**config.mk**
```make
export PLATFORM = sky130hd
export DESIGN_NAME = pwt_top
export DESIGN_NICKNAME = d
export VERILOG_FILES = /design/src/pwt_pkg.sv /design/src/pwt_wake_timer.sv /design/src/pwt_top.sv
export SDC_FILE = /design/constraint.sdc
export NUM_CORES = 1
export LEC_CHECK = 0
export ABC_AREA = 0
export BUFFER_PORTS_ARGS = -buffer_cell sky130_fd_sc_hd__buf_2
export CORE_MARGIN = 2
export CORE_UTILIZATION = 45
export CTS_BUF_LIST = sky130_fd_sc_hd__clkbuf_16
export CTS_CLUSTER_DIAMETER = 100
export CTS_CLUSTER_SIZE = 24
export DETAILED_ROUTE_END_ITERATION = 8
export PLACE_DENSITY = 0.72
export SYNTH_ARGS = -nofsm -noshare
export SYNTH_HDL_FRONTEND = slang
export SYNTH_SLANG_ARGS = --single-unit
```
**constraint.sdc**
```tcl
create_clock -name clk_sys -period 6.4 [get_ports clk_sys]
set_input_delay 0.32 -clock clk_sys [delete_from_list [all_inputs] [get_ports clk_sys]]
set_output_delay 0.32 -clock clk_sys [all_outputs]
set_load 0.01 [all_outputs]
```
**src/pwt_pkg.sv**
```systemverilog
// constants shared by the power-enable and wake-timer block
package pwt_pkg;

    // clock and wake-interval timing
    localparam int unsigned CLK_PERIOD_NS = 50;
    localparam int unsigned WAKE_UNIT_NS  = 1030000;  // 1.03 ms per unit
    localparam int unsigned WAKE_OFFS_NS  = 500000;   // 0.5 ms fixed part
    localparam int unsigned WAKE_UNIT_CYC = WAKE_UNIT_NS / CLK_PERIOD_NS;
    localparam int unsigned WAKE_OFFS_CYC = WAKE_OFFS_NS / CLK_PERIOD_NS;

    // register byte offsets on the bus
    localparam logic [7:0] ADDR_CMD    = 8'h00;
    localparam logic [7:0] ADDR_POWER  = 8'h04;
    localparam logic [7:0] ADDR_WAKE   = 8'h08;
    localparam logic [7:0] ADDR_STAT   = 8'h0c;
    localparam logic [7:0] ADDR_CLR    = 8'h10;
    localparam logic [7:0] ADDR_IEN    = 8'h14;
    localparam logic [7:0] ADDR_STATE  = 8'h18;
    localparam logic [7:0] ADDR_BATT   = 8'h1c;

    // command decode
    localparam logic [7:0] CMD_PWR_SEL  = 8'h82;
    localparam logic [2:0] CMD_WAKE_SEL = 3'h7;

    // power word field positions
    localparam int unsigned PWR_RX_BIT   = 7;
    localparam int unsigned PWR_BB_BIT   = 6;
    localparam int unsigned PWR_TX_BIT   = 5;
    localparam int unsigned PWR_SYN_BIT  = 4;
    localparam int unsigned PWR_OSC_BIT  = 3;
    localparam int unsigned PWR_BAT_BIT  = 2;
    localparam int unsigned PWR_WAKE_BIT = 1;
    localparam int unsigned PWR_CLKO_BIT = 0;

    // wake setting field positions
    localparam int unsigned WAKE_EXP_LSB = 8;
    localparam int unsigned WAKE_EXP_W   = 5;
    localparam int unsigned WAKE_MUL_W   = 8;

    // status bits
    localparam int unsigned STAT_WAKE_BIT = 0;

    // reset values
    localparam logic [15:0] PWR_RST  = 16'h8208;
    localparam logic [15:0] WAKE_RST = 16'he196;
    localparam logic [4:0]  BATT_RST = 5'h00;
    localparam logic [0:0]  STAT_RST = 1'h0;
    localparam logic [0:0]  IEN_RST  = 1'h0;

    // axi responses
    localparam logic [1:0] RESP_OKAY   = 2'h0;
    localparam logic [1:0] RESP_SLVERR = 2'h2;

endpackage

```
**src/pwt_wake_timer.sv**
```systemverilog
// wake-up interval timer: offset phase, then multiplier << exponent units
`timescale 1ns/1ps

module pwt_wake_timer
    import pwt_pkg::*;
#(
    parameter int unsigned UNIT_CYC = WAKE_UNIT_CYC,
    parameter int unsigned OFFS_CYC = WAKE_OFFS_CYC,
    parameter int unsigned CNT_W    = 24
) (
    input  wire logic                  clk_sys,
    input  wire logic                  rst_n,
    input  wire logic                  arm_en,
    input  wire logic [WAKE_EXP_W-1:0] exponent,
    input  wire logic [WAKE_MUL_W-1:0] multiplier,
    output logic                       expire,
    output logic                       busy
);

    typedef enum logic [1:0] {
        TM_IDLE  = 2'b00,
        TM_OFFS  = 2'b01,
        TM_UNITS = 2'b10,
        TM_DONE  = 2'b11
    } pwt_tstate_e;

    localparam int unsigned TGT_W = WAKE_MUL_W + 32;

    pwt_tstate_e        state_q, state_d;
    logic [CNT_W-1:0]   cyc_q, cyc_d;
    logic [TGT_W-1:0]   unit_q, unit_d;
    logic [TGT_W-1:0]   tgt_q, tgt_d;
    logic               exp_d, exp_q;

    // next state: arming only from idle, so a finished timer waits for
    // the enable to drop and rise again before counting anew
    always_comb begin
        state_d = state_q;
        cyc_d   = cyc_q;
        unit_d  = unit_q;
        tgt_d   = tgt_q;
        exp_d   = 1'b0;
        if (!arm_en) begin
            state_d = TM_IDLE;
        end else begin
            case (state_q)
                TM_IDLE: begin
                    state_d = TM_OFFS;
                    cyc_d   = '0;
                    unit_d  = '0;
                    // interval units = multiplier * 2^exponent
                    tgt_d   = TGT_W'({32'h0000_0000, multiplier}
                              << exponent);
                end
                TM_OFFS: begin
                    if (cyc_q == CNT_W'(OFFS_CYC - 1)) begin
                        cyc_d = '0;
                        if (tgt_q == '0) begin
                            state_d = TM_DONE;
                            exp_d   = 1'b1;
                        end else begin
                            state_d = TM_UNITS;
                        end
                    end else begin
                        cyc_d = cyc_q + 1'b1;
                    end
                end
                TM_UNITS: begin
                    if (cyc_q == CNT_W'(UNIT_CYC - 1)) begin
                        cyc_d  = '0;
                        unit_d = unit_q + 1'b1;
                        if (unit_q + 1'b1 == tgt_q) begin
                            state_d = TM_DONE;
                            exp_d   = 1'b1;
                        end
                    end else begin
                        cyc_d = cyc_q + 1'b1;
                    end
                end
                TM_DONE: begin
                    state_d = TM_DONE;
                end
                default: begin
                    state_d = TM_IDLE;
                end
            endcase
        end
    end

    always_ff @(posedge clk_sys or negedge rst_n) begin
        if (!rst_n) begin
            state_q <= TM_IDLE;
            cyc_q   <= '0;
            unit_q  <= '0;
            tgt_q   <= '0;
            exp_q   <= 1'b0;
        end else begin
            state_q <= state_d;
            cyc_q   <= cyc_d;
            unit_q  <= unit_d;
            tgt_q   <= tgt_d;
            exp_q   <= exp_d;
        end
    end

    assign expire = exp_q;
    assign busy   = (state_q == TM_OFFS) || (state_q == TM_UNITS);

    // offset phase lasts exactly the offset count
    a_offset_len: assert property (@(posedge clk_sys) disable iff (!rst_n)
        (state_q == TM_OFFS && state_d != TM_OFFS && arm_en)
        |-> cyc_q == CNT_W'(OFFS_CYC - 1))
        else $error("offset phase wrong length");

    // expiry stops the timer until re-armed
    a_expire_stop: assert property (@(posedge clk_sys) disable iff (!rst_n)
        (expire && arm_en) |=> !expire && !busy)
        else $error("timer ran on after expiry");

    // dropping the enable stops the count
    a_enable_gate: assert property (@(posedge clk_sys) disable iff (!rst_n)
        !arm_en |=> !busy && !expire)
        else $error("timer active while disabled");

endmodule

```
**src/pwt_top.sv**
```systemverilog
// power-enable word, wake timer settings and axi4-lite register slave
//
// Implementation choices: the placing of the registers and register access over AXI4-Lite.
`timescale 1ns/1ps

module pwt_top
    import pwt_pkg::*;
#(
    parameter int unsigned UNIT_CYC = WAKE_UNIT_CYC,
    parameter int unsigned OFFS_CYC = WAKE_OFFS_CYC,
    parameter int unsigned ADDR_W   = 8
) (
    input  wire logic              clk_sys,
    input  wire logic              rstn,
    input  wire logic [ADDR_W-1:0] s_axi_awaddr,
    input  wire logic              s_axi_awvalid,
    output logic                   s_axi_awready,
    input  wire logic [31:0]       s_axi_wdata,
    input  wire logic [3:0]        s_axi_wstrb,
    input  wire logic              s_axi_wvalid,
    output logic                   s_axi_wready,
    output logic [1:0]             s_axi_bresp,
    output logic                   s_axi_bvalid,
    input  wire logic              s_axi_bready,
    input  wire logic [ADDR_W-1:0] s_axi_araddr,
    input  wire logic              s_axi_arvalid,
    output logic                   s_axi_arready,
    output logic [31:0]            s_axi_rdata,
    output logic [1:0]             s_axi_rresp,
    output logic                   s_axi_rvalid,
    input  wire logic              s_axi_rready,
    output logic                   rx_chain_on,
    output logic                   baseband_on,
    output logic                   tx_chain_on,
    output logic                   synth_on,
    output logic                   xtal_osc_on,
    output logic                   battery_detect_on,
    output logic [4:0]             battery_threshold,
    output logic                   wake_timer_on,
    output logic                   clock_out_en,
    output logic                   full_sleep,
    output logic                   wake_event,
    output logic                   irq
);

    // reset release synchroniser
    logic rst_s1_q, rst_s2_q;
    always_ff @(posedge clk_sys or negedge rstn) begin
        if (!rstn) begin
            rst_s1_q <= 1'b0;
            rst_s2_q <= 1'b0;
        end else begin
            rst_s1_q <= 1'b1;
            rst_s2_q <= rst_s1_q;
        end
    end
    logic rst_n;
    assign rst_n = rst_s2_q;

    // address decode, shared by read and write paths
    function automatic logic addr_is(input logic [ADDR_W-1:0] a,
                                     input logic [7:0] off);
        return a[7:0] == off;
    endfunction

    // axi write channel holding state
    logic              aw_hold_q, aw_hold_d;
    logic              w_hold_q, w_hold_d;
    logic [ADDR_W-1:0] aw_addr_q, aw_addr_d;
    logic [31:0]       w_data_q, w_data_d;
    logic [3:0]        w_strb_q, w_strb_d;
    logic              bvalid_q, bvalid_d;
    logic [1:0]        bresp_q, bresp_d;
    logic              wr_go;
    logic              wr_hit;

    // both halves must be held before a write commits
    assign wr_go  = aw_hold_q && w_hold_q && !bvalid_q;
    assign wr_hit = addr_is(aw_addr_q, ADDR_CMD)
                 || addr_is(aw_addr_q, ADDR_CLR)
                 || addr_is(aw_addr_q, ADDR_IEN)
                 || addr_is(aw_addr_q, ADDR_BATT);

    always_comb begin
        aw_hold_d = aw_hold_q;
        w_hold_d  = w_hold_q;
        aw_addr_d = aw_addr_q;
        w_data_d  = w_data_q;
        w_strb_d  = w_strb_q;
        bvalid_d  = bvalid_q;
        bresp_d   = bresp_q;
        if (s_axi_awvalid && s_axi_awready) begin
            aw_hold_d = 1'b1;
            aw_addr_d = s_axi_awaddr;
        end
        if (s_axi_wvalid && s_axi_wready) begin
            w_hold_d = 1'b1;
            w_data_d = s_axi_wdata;
            w_strb_d = s_axi_wstrb;
        end
        if (wr_go) begin
            aw_hold_d = 1'b0;
            w_hold_d  = 1'b0;
            bvalid_d  = 1'b1;
            bresp_d   = wr_hit ? RESP_OKAY : RESP_SLVERR;
        end else if (bvalid_q && s_axi_bready) begin
            bvalid_d = 1'b0;
        end
    end

    always_ff @(posedge clk_sys or negedge rst_n) begin
        if (!rst_n) begin
            aw_hold_q <= 1'b0;
            w_hold_q  <= 1'b0;
            aw_addr_q <= '0;
            w_data_q  <= 32'h0000_0000;
            w_strb_q  <= 4'h0;
            bvalid_q  <= 1'b0;
            bresp_q   <= RESP_OKAY;
        end else begin
            aw_hold_q <= aw_hold_d;
            w_hold_q  <= w_hold_d;
            aw_addr_q <= aw_addr_d;
            w_data_q  <= w_data_d;
            w_strb_q  <= w_strb_d;
            bvalid_q  <= bvalid_d;
            bresp_q   <= bresp_d;
        end
    end

    assign s_axi_awready = !aw_hold_q && !bvalid_q;
    assign s_axi_wready  = !w_hold_q && !bvalid_q;
    assign s_axi_bvalid  = bvalid_q;
    assign s_axi_bresp   = bresp_q;

    // command decode; a partial strobe on the low half is ignored
    logic        cmd_wr, pwr_cmd, wake_cmd;
    logic [15:0] cmd_word;
    assign cmd_word = w_data_q[15:0];
    assign cmd_wr   = wr_go && addr_is(aw_addr_q, ADDR_CMD)
                   && (w_strb_q[1:0] == 2'b11);
    assign pwr_cmd  = cmd_wr && (cmd_word[15:8] == CMD_PWR_SEL);
    assign wake_cmd = cmd_wr && (cmd_word[15:13] == CMD_WAKE_SEL);

    // configuration and interrupt state
    logic [15:0] power_q, power_d;
    logic [15:0] wake_q, wake_d;
    logic [4:0]  batt_q, batt_d;
    logic [0:0]  stat_q, stat_d;
    logic [0:0]  ien_q, ien_d;
    logic        expire, busy;

    // a wake expiry in the same cycle as its clear stays set
    always_comb begin
        power_d = power_q;
        wake_d  = wake_q;
        batt_d  = batt_q;
        ien_d   = ien_q;
        stat_d  = stat_q;
        if (pwr_cmd) begin
            power_d = {CMD_PWR_SEL, cmd_word[7:0]};
        end
        if (wake_cmd) begin
            wake_d = cmd_word;
        end
        if (wr_go && addr_is(aw_addr_q, ADDR_BATT) && w_strb_q[0]) begin
            batt_d = w_data_q[4:0];
        end
        if (wr_go && addr_is(aw_addr_q, ADDR_IEN) && w_strb_q[0]) begin
            ien_d = w_data_q[0:0];
        end
        if (wr_go && addr_is(aw_addr_q, ADDR_CLR) && w_strb_q[0]) begin
            stat_d = stat_q & ~w_data_q[0:0];
        end
        if (expire) begin
            stat_d[STAT_WAKE_BIT] = 1'b1;
        end
    end

    always_ff @(posedge clk_sys or negedge rst_n) begin
        if (!rst_n) begin
            power_q <= PWR_RST;
            wake_q  <= WAKE_RST;
            batt_q  <= BATT_RST;
            stat_q  <= STAT_RST;
            ien_q   <= IEN_RST;
        end else begin
            power_q <= power_d;
            wake_q  <= wake_d;
            batt_q  <= batt_d;
            stat_q  <= stat_d;
            ien_q   <= ien_d;
        end
    end

    // circuit enables; the receive chain pulls in its own parts
    assign rx_chain_on       = power_q[PWR_RX_BIT];
    assign baseband_on       = power_q[PWR_BB_BIT]
                            || power_q[PWR_RX_BIT];
    assign tx_chain_on       = power_q[PWR_TX_BIT];
    assign synth_on          = power_q[PWR_SYN_BIT]
                            || power_q[PWR_RX_BIT];
    assign clock_out_en      = !power_q[PWR_CLKO_BIT];
    // running clock output keeps the oscillator alive
    assign xtal_osc_on       = power_q[PWR_OSC_BIT] || rx_chain_on
                            || clock_out_en;
    assign battery_detect_on = power_q[PWR_BAT_BIT];
    assign battery_threshold = batt_q;
    assign wake_timer_on     = power_q[PWR_WAKE_BIT];
    assign full_sleep        = !xtal_osc_on && !baseband_on && !synth_on
                            && !tx_chain_on && !clock_out_en;
    assign wake_event        = stat_q[STAT_WAKE_BIT];
    assign irq               = |(stat_q & ien_q);

    // wake interval counter; exponent above 29 is the host's fault
    pwt_wake_timer #(
        .UNIT_CYC (UNIT_CYC),
        .OFFS_CYC (OFFS_CYC),
        .CNT_W    (24)
    ) u_timer (
        .clk_sys    (clk_sys),
        .rst_n      (rst_n),
        .arm_en     (wake_timer_on),
        .exponent   (wake_q[WAKE_EXP_LSB +: WAKE_EXP_W]),
        .multiplier (wake_q[WAKE_MUL_W-1:0]),
        .expire     (expire),
        .busy       (busy)
    );

    // axi read path: one beat, registered data
    logic        rvalid_q, rvalid_d;
    logic [31:0] rdata_q, rdata_d;
    logic [1:0]  rresp_q, rresp_d;
    always_comb begin
        rvalid_d = rvalid_q;
        rdata_d  = rdata_q;
        rresp_d  = rresp_q;
        if (s_axi_arvalid && s_axi_arready) begin
            rvalid_d = 1'b1;
            rresp_d  = RESP_OKAY;
            rdata_d  = 32'h0000_0000;
            if (addr_is(s_axi_araddr, ADDR_POWER)) begin
                rdata_d[15:0] = power_q;
            end else if (addr_is(s_axi_araddr, ADDR_WAKE)) begin
                rdata_d[15:0] = wake_q;
            end else if (addr_is(s_axi_araddr, ADDR_STAT)) begin
                rdata_d[0:0] = stat_q;
            end else if (addr_is(s_axi_araddr, ADDR_IEN)) begin
                rdata_d[0:0] = ien_q;
            end else if (addr_is(s_axi_araddr, ADDR_STATE)) begin
                rdata_d[2:0] = {full_sleep, xtal_osc_on, busy};
            end else if (addr_is(s_axi_araddr, ADDR_BATT)) begin
                rdata_d[4:0] = batt_q;
            end else if (!addr_is(s_axi_araddr, ADDR_CMD)
                      && !addr_is(s_axi_araddr, ADDR_CLR)) begin
                rresp_d = RESP_SLVERR;
            end
        end else if (rvalid_q && s_axi_rready) begin
            rvalid_d = 1'b0;
        end
    end

    always_ff @(posedge clk_sys or negedge rst_n) begin
        if (!rst_n) begin
            rvalid_q <= 1'b0;
            rdata_q  <= 32'h0000_0000;
            rresp_q  <= RESP_OKAY;
        end else begin
            rvalid_q <= rvalid_d;
            rdata_q  <= rdata_d;
            rresp_q  <= rresp_d;
        end
    end

    assign s_axi_arready = !rvalid_q;
    assign s_axi_rvalid  = rvalid_q;
    assign s_axi_rdata   = rdata_q;
    assign s_axi_rresp   = rresp_q;

    a_rx_pulls_parts: assert property (@(posedge clk_sys) disable iff (!rst_n)
        rx_chain_on |-> baseband_on && synth_on && xtal_osc_on)
        else $error("receive chain part unpowered");

    a_bb_write: assert property (@(posedge clk_sys) disable iff (!rst_n)
        pwr_cmd |=> baseband_on == ($past(cmd_word[7])
                    || $past(cmd_word[6])))
        else $error("baseband enable wrong after write");

    a_synth_write: assert property (@(posedge clk_sys) disable iff (!rst_n)
        (pwr_cmd && cmd_word[4]) |=> synth_on)
        else $error("synthesizer not enabled");

    a_osc_off_req: assert property (@(posedge clk_sys) disable iff (!rst_n)
        (pwr_cmd && cmd_word[7:0] == 8'h01) |=> !xtal_osc_on)
        else $error("oscillator not released");

    a_batt_write: assert property (@(posedge clk_sys) disable iff (!rst_n)
        pwr_cmd |=> battery_detect_on == $past(cmd_word[2]))
        else $error("battery detector enable wrong");

    a_wake_en_write: assert property (@(posedge clk_sys) disable iff (!rst_n)
        pwr_cmd |=> wake_timer_on == $past(cmd_word[1]))
        else $error("wake timer enable wrong");

    a_clkout_write: assert property (@(posedge clk_sys) disable iff (!rst_n)
        pwr_cmd |=> clock_out_en == !$past(cmd_word[0]))
        else $error("clock output polarity wrong");

    a_reset_clkout: assert property (@(posedge clk_sys)
        $rose(rst_n) |-> clock_out_en && power_q == PWR_RST)
        else $error("clock output off after reset");

    a_clkout_keeps: assert property (@(posedge clk_sys) disable iff (!rst_n)
        clock_out_en |-> xtal_osc_on && !full_sleep)
        else $error("oscillator stopped with clock out");

    a_wake_load: assert property (@(posedge clk_sys) disable iff (!rst_n)
        wake_cmd |=> wake_q == $past(cmd_word))
        else $error("wake settings not loaded");

    a_power_whole: assert property (@(posedge clk_sys) disable iff (!rst_n)
        pwr_cmd |=> power_q[7:0] == $past(cmd_word[7:0]))
        else $error("power word not replaced whole");

    a_event_sticky: assert property (@(posedge clk_sys) disable iff (!rst_n)
        expire |=> wake_event)
        else $error("wake event lost");

endmodule

```
# --- Word-level counts from Yosys, hierarchy flattened ---
# Index checks and enable logic that the tools add are counted.
word_totals:
  elab_cells: 154
  inputBits: 59
  output_inout_bits: 57
  register_bits: 190
classes:
  bitwise: 3
  eq_ne: 23
  n_addsub: 2
  reduce_logical: 58
  shifts: 1
  muxes: 45
op_table:
  columns: ["cell", "n"]
  rows:
  - ["$pmux W40 S2", 1]
  - ["$pmux W24 S3", 1]
  - ["$eq A8 B5 Y1 const B", 7]
  - ["$mux W24", 2]
  - ["$add A40 B1 Y40 const B", 1]
  - ["$eq A40 B40 Y1", 1]
  - ["$logic_not A40 Y1", 1]
  - ["$mux W40", 1]
  - ["$shl A8 B5 Y40", 1]
  - ["$mux W2", 13]
  - ["$add A24 B1 Y24 const B", 1]
  - ["$eq A24 B14 Y1 const B", 1]
  - ["$eq A24 B15 Y1 const B", 1]
  - ["$logic_and A1 B1 Y1", 24]
  - ["$mux W1", 18]
  - ["$eq A8 B4 Y1 const B", 2]
  - ["$logic_not A8 Y1", 2]
  - ["$mux W16", 1]
  - ["$reduce_bool A2 Y1", 6]
  - ["$logic_not A1 Y1", 11]
  - ["$mux W11", 1]
  - ["$mux W5", 2]
  - ["$ne A3 B2 Y1 const B", 3]
  - ["$eq A8 B3 Y1 const B", 1]
  - ["16 further kinds", 29]

# --- Longest topological paths before layout ---
logic_depth:
  word_depth: 12
  mapped_depth: 12

# --- By module ---
# A second synthesis with hierarchy kept.
unflattened:
  cells_unflattened: 1136
  area_unflattened_um2: 10871.7
by_module_without_submodules:
  columns: ["module", "n_inst", "area_each_um2", "cells_each", "seq_area_each_um2"]
  rows:
  - ["pwt_wake_timer", 1, 7195.7, 839, 2652.5]
  - ["pwt_top", 1, 3676.0, 297, 2038.2]

# --- Least setup slack after synthesis ---
# OpenSTA, ideal clock, no wires.
synth_path:
  kind: "register to register"
  from: "reg u_timer.unit_q[3]"
  to: "reg u_timer.state_q[1]"
  setup_time_ns: 0.120
  required_ns: 6.280
  path_stages_with_launch: 12
  path_buffers: 2
  slack_ns: 3.181
  arrival_ns: 3.098
  path_cell_list: "dfrtp_1 > buf_2 > nand4_2 > or4_1 > buf_2 > or3_4 > mux2_4 > or4_1 > nor4_1 > nand4b_1 > a21o_1 > o211a_1"
synth_via:
  elab_chain_len: 4
synth_rtl:
  columns: ["element", "line", "text"]
  rows:
  - ["start, declared", "pwt_wake_timer.sv:31", "logic [TGT_W-1:0] unit_q, unit_d;"]
  - ["start signal, assigned", "pwt_wake_timer.sv:100", "unit_q <= unit_d;"]
  - ["$add A40 B1 Y40", "pwt_wake_timer.sv:72", "if (unit_q + 1'b1 == tgt_q) begin"]
  - ["$eq A40 B40 Y1", "pwt_wake_timer.sv:72", null]
  - ["$ne A3 B2 Y1 (no source line)", null, null]
  - ["$reduce_and A3 Y1 (no source line)", null, null]
  - ["end signal, assigned", "pwt_wake_timer.sv:98", "state_q <= state_d;"]
  - ["end, declared", "pwt_wake_timer.sv:29", "pwt_tstate_e state_q, state_d;"]
# Every way passes these cells.
# A chain may end at the register's enable or synchronous reset.

# --- Worst setup path in the final report ---
layout_path:
  from: "reg u_timer.unit_q[3]"
  to: "reg u_timer.exp_q, in the netlist u_timer.expire"
layout_via:
  elab_chain_len: 6
layout_rtl:
  columns: ["element", "line", "text"]
  rows:
  - ["$add A40 B1 Y40", "pwt_wake_timer.sv:72", null]
  - ["$eq A40 B40 Y1", "pwt_wake_timer.sv:72", null]
  - ["$mux W1", "pwt_wake_timer.sv:72", null]
  - ["$mux W1", "pwt_wake_timer.sv:69", "if (cyc_q == CNT_W'(UNIT_CYC - 1)) begin"]
  - ["$pmux W1 S2", "pwt_wake_timer.sv:46", "case (state_q)"]
  - ["$mux W1", "pwt_wake_timer.sv:43", "if (!arm_en) begin"]
  - ["via u_timer.exp_d", "pwt_wake_timer.sv:33", "logic exp_d, exp_q;"]
  - ["end signal, assigned", "pwt_wake_timer.sv:102", "exp_q <= exp_d;"]
  - ["end, declared", "pwt_wake_timer.sv:33", null]
# The timed path passes the listed nets, and every way through them passes these cells.

==> results.json <==
{
  "place.gp.congestion": 0.9441,
  "fp.dieW_um": 155.3,
  "timing.slew.headroom_pct": 28.16,
  "p_per_area_mw_per_mm2": 236.6,
  "grt.overflow.total": 0,
  "wl_per_cell_um": 17.24,
  "worstReg2RegStart": "u_timer.unit_q[3]$_DFFE_PN0P_",
  "synth_area_mm2": 0.01030,
  "netlist_instances": 1113,
  "crit_end": "u_timer.expire$_DFF_PN0_",
  "area_delta_synth_final_pct": 10.90,
  "first_pass_iters": 9,
  "synth_fa_ha_area_share_pct": 0.8503,
  "power.share.clock_pct": 39.5,
  "synth_enable_flop_cells": 0,
  "cts_tree": "built",
  "synth_async_sr_flop_share_pct": 100.0,
  "synth_top_family_by_area": "simple AND/OR/NAND/NOR gates",
  "avgSynthCellArea_um2": 9.254,
  "maxSlewViolCount": 0,
  "p_leak_nw": 5.068,
  "die_area_mm2": 0.02412,
  "cp.arrival_ns": 4.35,
  "antenna_found_initial": 0,
  "intPower_mw": 2.008,
  "clk_latency_ns": 0.43,
  "coreArea_mm2": 0.02257,
  "cts_sinks": 187,
  "routed_via_density": 5.912,
  "fin_cells": 1458,
  "finalWirelength_um": 25140,
  "clockBufferDepth": 2,
  "dr_total_vias": 8619,
  "synth-simple-area-share_pct": 20.29,
  "synth_seq_cells": 187,
  "synth-seq-area-share_pct": 45.54,
  "reg2reg_slack_ns": 2.42,
  "reg2reg_depth": 9,
  "synth.cells.most_frequent": "dfrtp_1, o21ai_0, nand2_1, nor2_1, mux2_2",
  "combPwrFrac_pct": 9.1,
  "hp-class": "primary input to register",
  "setup_violations": 0,
  "fin_area_mm2": 0.01142,
  "die_h_um": 155.3,
  "rows": 55,
  "hp-start": "s_axi_rready",
  "fin_crit_sh_pct": 62.23,
  "yosysTopAreaCellShare_pct": 43.25,
  "grt_pass1_wl_um": 41720,
  "timing.max_cap.violations": 0,
  "worst_pin_slew_ns": 1.075,
  "placed_area_mm2": 0.01082,
  "rsz0062_at_grt": "no",
  "finalPower_mw": 2.703,
  "yosysMostFrequentCell": "dfrtp_1",
  "layout.nets": 1226,
  "synth_compound_area_share_pct": 16.01,
  "synthFlopType": "dfrtp_1",
  "skew_ns": 0.01220,
  "cts_resized": 0,
  "dp_hpwl_um": 18240,
  "worst-setup-path-type": "register to register",
  "drive_gt1_share_pct": 17.14,
  "drc": 0,
  "ant_nets": 0,
  "min_period_ns": 3.983,
  "start_util_pct": 45.63,
  "synth_top_cell_by_area": "dfrtp_1",
  "max_freq_ghz": 0.2511,
  "crit_required_ns": 6.76,
  "cp-end-kind": "register",
  "dp_cells": 1425,
  "setup.worst_path.start": "u_timer.unit_q[3]$_DFFE_PN0P_",
  "holdWs_ns": 0.05535,
  "antenna_cells": 0,
  "ctsHtreeMaxLevel": 4,
  "seqPwrFrac_pct": 51.3,
  "synth.mux.area_fraction_pct": 7.860,
  "path_max_fanout": 16,
  "grt_max_degree": 84,
  "netSwitchingFraction_pct": 25.69,
  "grt_usage_pct": 21.38,
  "yosysUniqueCellTypes": 66,
  "grt_pass1_vias": 8119,
  "rr_endpoint": "u_timer.expire$_DFF_PN0_",
  "clockRootBuffer": "clkbuf_16",
  "vdd.ir_drop.worst_mv": 0.2268,
  "status": "finished, final reports clean",
  "synth_xor_area_share_pct": 5.017,
  "synthTopCellsByArea": "dfrtp_1, o21ai_0, mux2_2, nand2_1, xnor2_1",
  "drt-initial-drc-count": 603,
  "crit_path_start_kind": "register",
  "portBuffers": 79,
  "synth_warnings": 0,
  "cts_made_buffers": 17,
  "fillers": 2055,
  "switchingPower_uw": 694.2,
  "clkSlewWorstSetupHoldPaths_ns": 0.07,
  "setup_tns_ns": 0,
  "ios": 116,
  "hold_viol_final": 0
}
-- final cells by class --
cell class	instances	area [µm²]	area share, %
clock inverters	15	163.9	1.435
flip-flops and latches	187	4695	41.10
inverters	23	86.33	0.7558
repair buffers	88	465.4	4.075
multi-input cells	843	5230	45.79
clock buffers	17	425.4	3.724
well taps	285	356.6	3.122
-- logic make-up after synthesis --
logic type,after synthesis
and+or+nand+nor,412
AOI/OAI and AO/OA,273
DFF,187
buffers and inverters,100
muxes,73
xor gates and xnor gates,59
adders and majority gates,7
other,2
-- routing by layer --
layer / share of wire [%] / up-vias / global-route usage (%)
met2: 47 / 289 / 34.37
met4: 1.4 / 0 / 6.073
li1: - / 4101 / -
met3: 6.4 / 26 / 4.401
met5: 0 / - / 0
met1: 45 / 4203 / 29.48
-- how the worst min path moves through the flow --
stage                                    end  depth (start not counted)
floorplan                    rst_n$_DFF_PN0_                          0
finish              s_axi_rvalid$_DFFE_PN0P_                          2
detailed placement           rst_n$_DFF_PN0_                          1
global route        s_axi_rvalid$_DFFE_PN0P_                          2
global placement          rst_s1_q$_DFF_PN0_                          1
CTS                 s_axi_rvalid$_DFFE_PN0P_                          2
-- worst max-delay path, cell delays in order, from the launching register on --
cell      delay [ns]
dfrtp_1         0.49
nand4_2         0.19
or4_1           0.87
or3_4           0.48
mux2_4          0.27
or4_1           0.55
nor4_1          0.29
nand4b_1        0.33
o22ai_1         0.26
and3_1          0.19
-- through the flow --
step | util, % | setup slack [ns]
final | 50.60 | 2.417
after global routing | 50.60 | 2.194
after CTS | 50.60 | 2.444
after detailed placement | 47.95 | 2.468
after global placement | 47.95 | 2.514
after floorplan | - | 0.8191
-- state kept, by name (all words and copies together), names as in the netlist, 2 cells and up --
signal             count
power_q                8
u_timer.cyc_q         24
battery_threshold      5
aw_addr_q              8
u_timer.tgt_q         39
w_data_q              16
w_strb_q               2
s_axi_rdata           16
u_timer.state_q        2
u_timer.unit_q        40
wake_q                16
-- cell usage in the layout (no fill, tap or decap), types with 4 or more instances in the layout --
| cell | count |
|---|---|
| or3_1 | 9 |
| a31oi_1 | 11 |
| inv_6 | 4 |
| o31ai_1 | 17 |
| a21oi_1 | 38 |
| buf_4 | 8 |
| nor3b_1 | 7 |
| o22ai_1 | 5 |
| nand3_1 | 48 |
| nand2_1 | 118 |
| clkbuf_16 | 17 |
| and4_1 | 7 |
| dfrtp_1 | 177 |
| dfstp_2 | 9 |
| nor2_1 | 76 |
| o21ai_0 | 138 |
| ha_1 | 7 |
| xor2_1 | 24 |
| nor4_1 | 32 |
| or4_1 | 6 |
| or2_2 | 5 |
| a22o_1 | 14 |
| and3_1 | 22 |
| nor3_1 | 15 |
| xnor2_1 | 35 |
| and2_1 | 15 |
| nand4_1 | 21 |
| conb_1 | 19 |
| mux2i_1 | 13 |
| a21o_1 | 6 |
| o41ai_1 | 5 |
| buf_2 | 79 |
| a22oi_1 | 12 |
| inv_1 | 22 |
| mux2_2 | 59 |
| nand2b_1 | 12 |
-- power groups by stage --
stage                     combinational [mW]  clock, mW  sequential [mW]
after global placement                 0.241          0             1.40
after CTS                              0.251       1.09             1.39
after floorplan                        0.185          0             1.39
after detailed placement               0.250          0             1.41
after global routing                   0.275       1.15             1.40
final                                  0.247       1.07             1.39
-- repair_timing --
action | in CTS | in global routing
setup buffers | 0 | 0
hold buffers | 1 | 0
endpoints found under the hold margin | 2 | 0
Power figures use the tool's default switching activity.
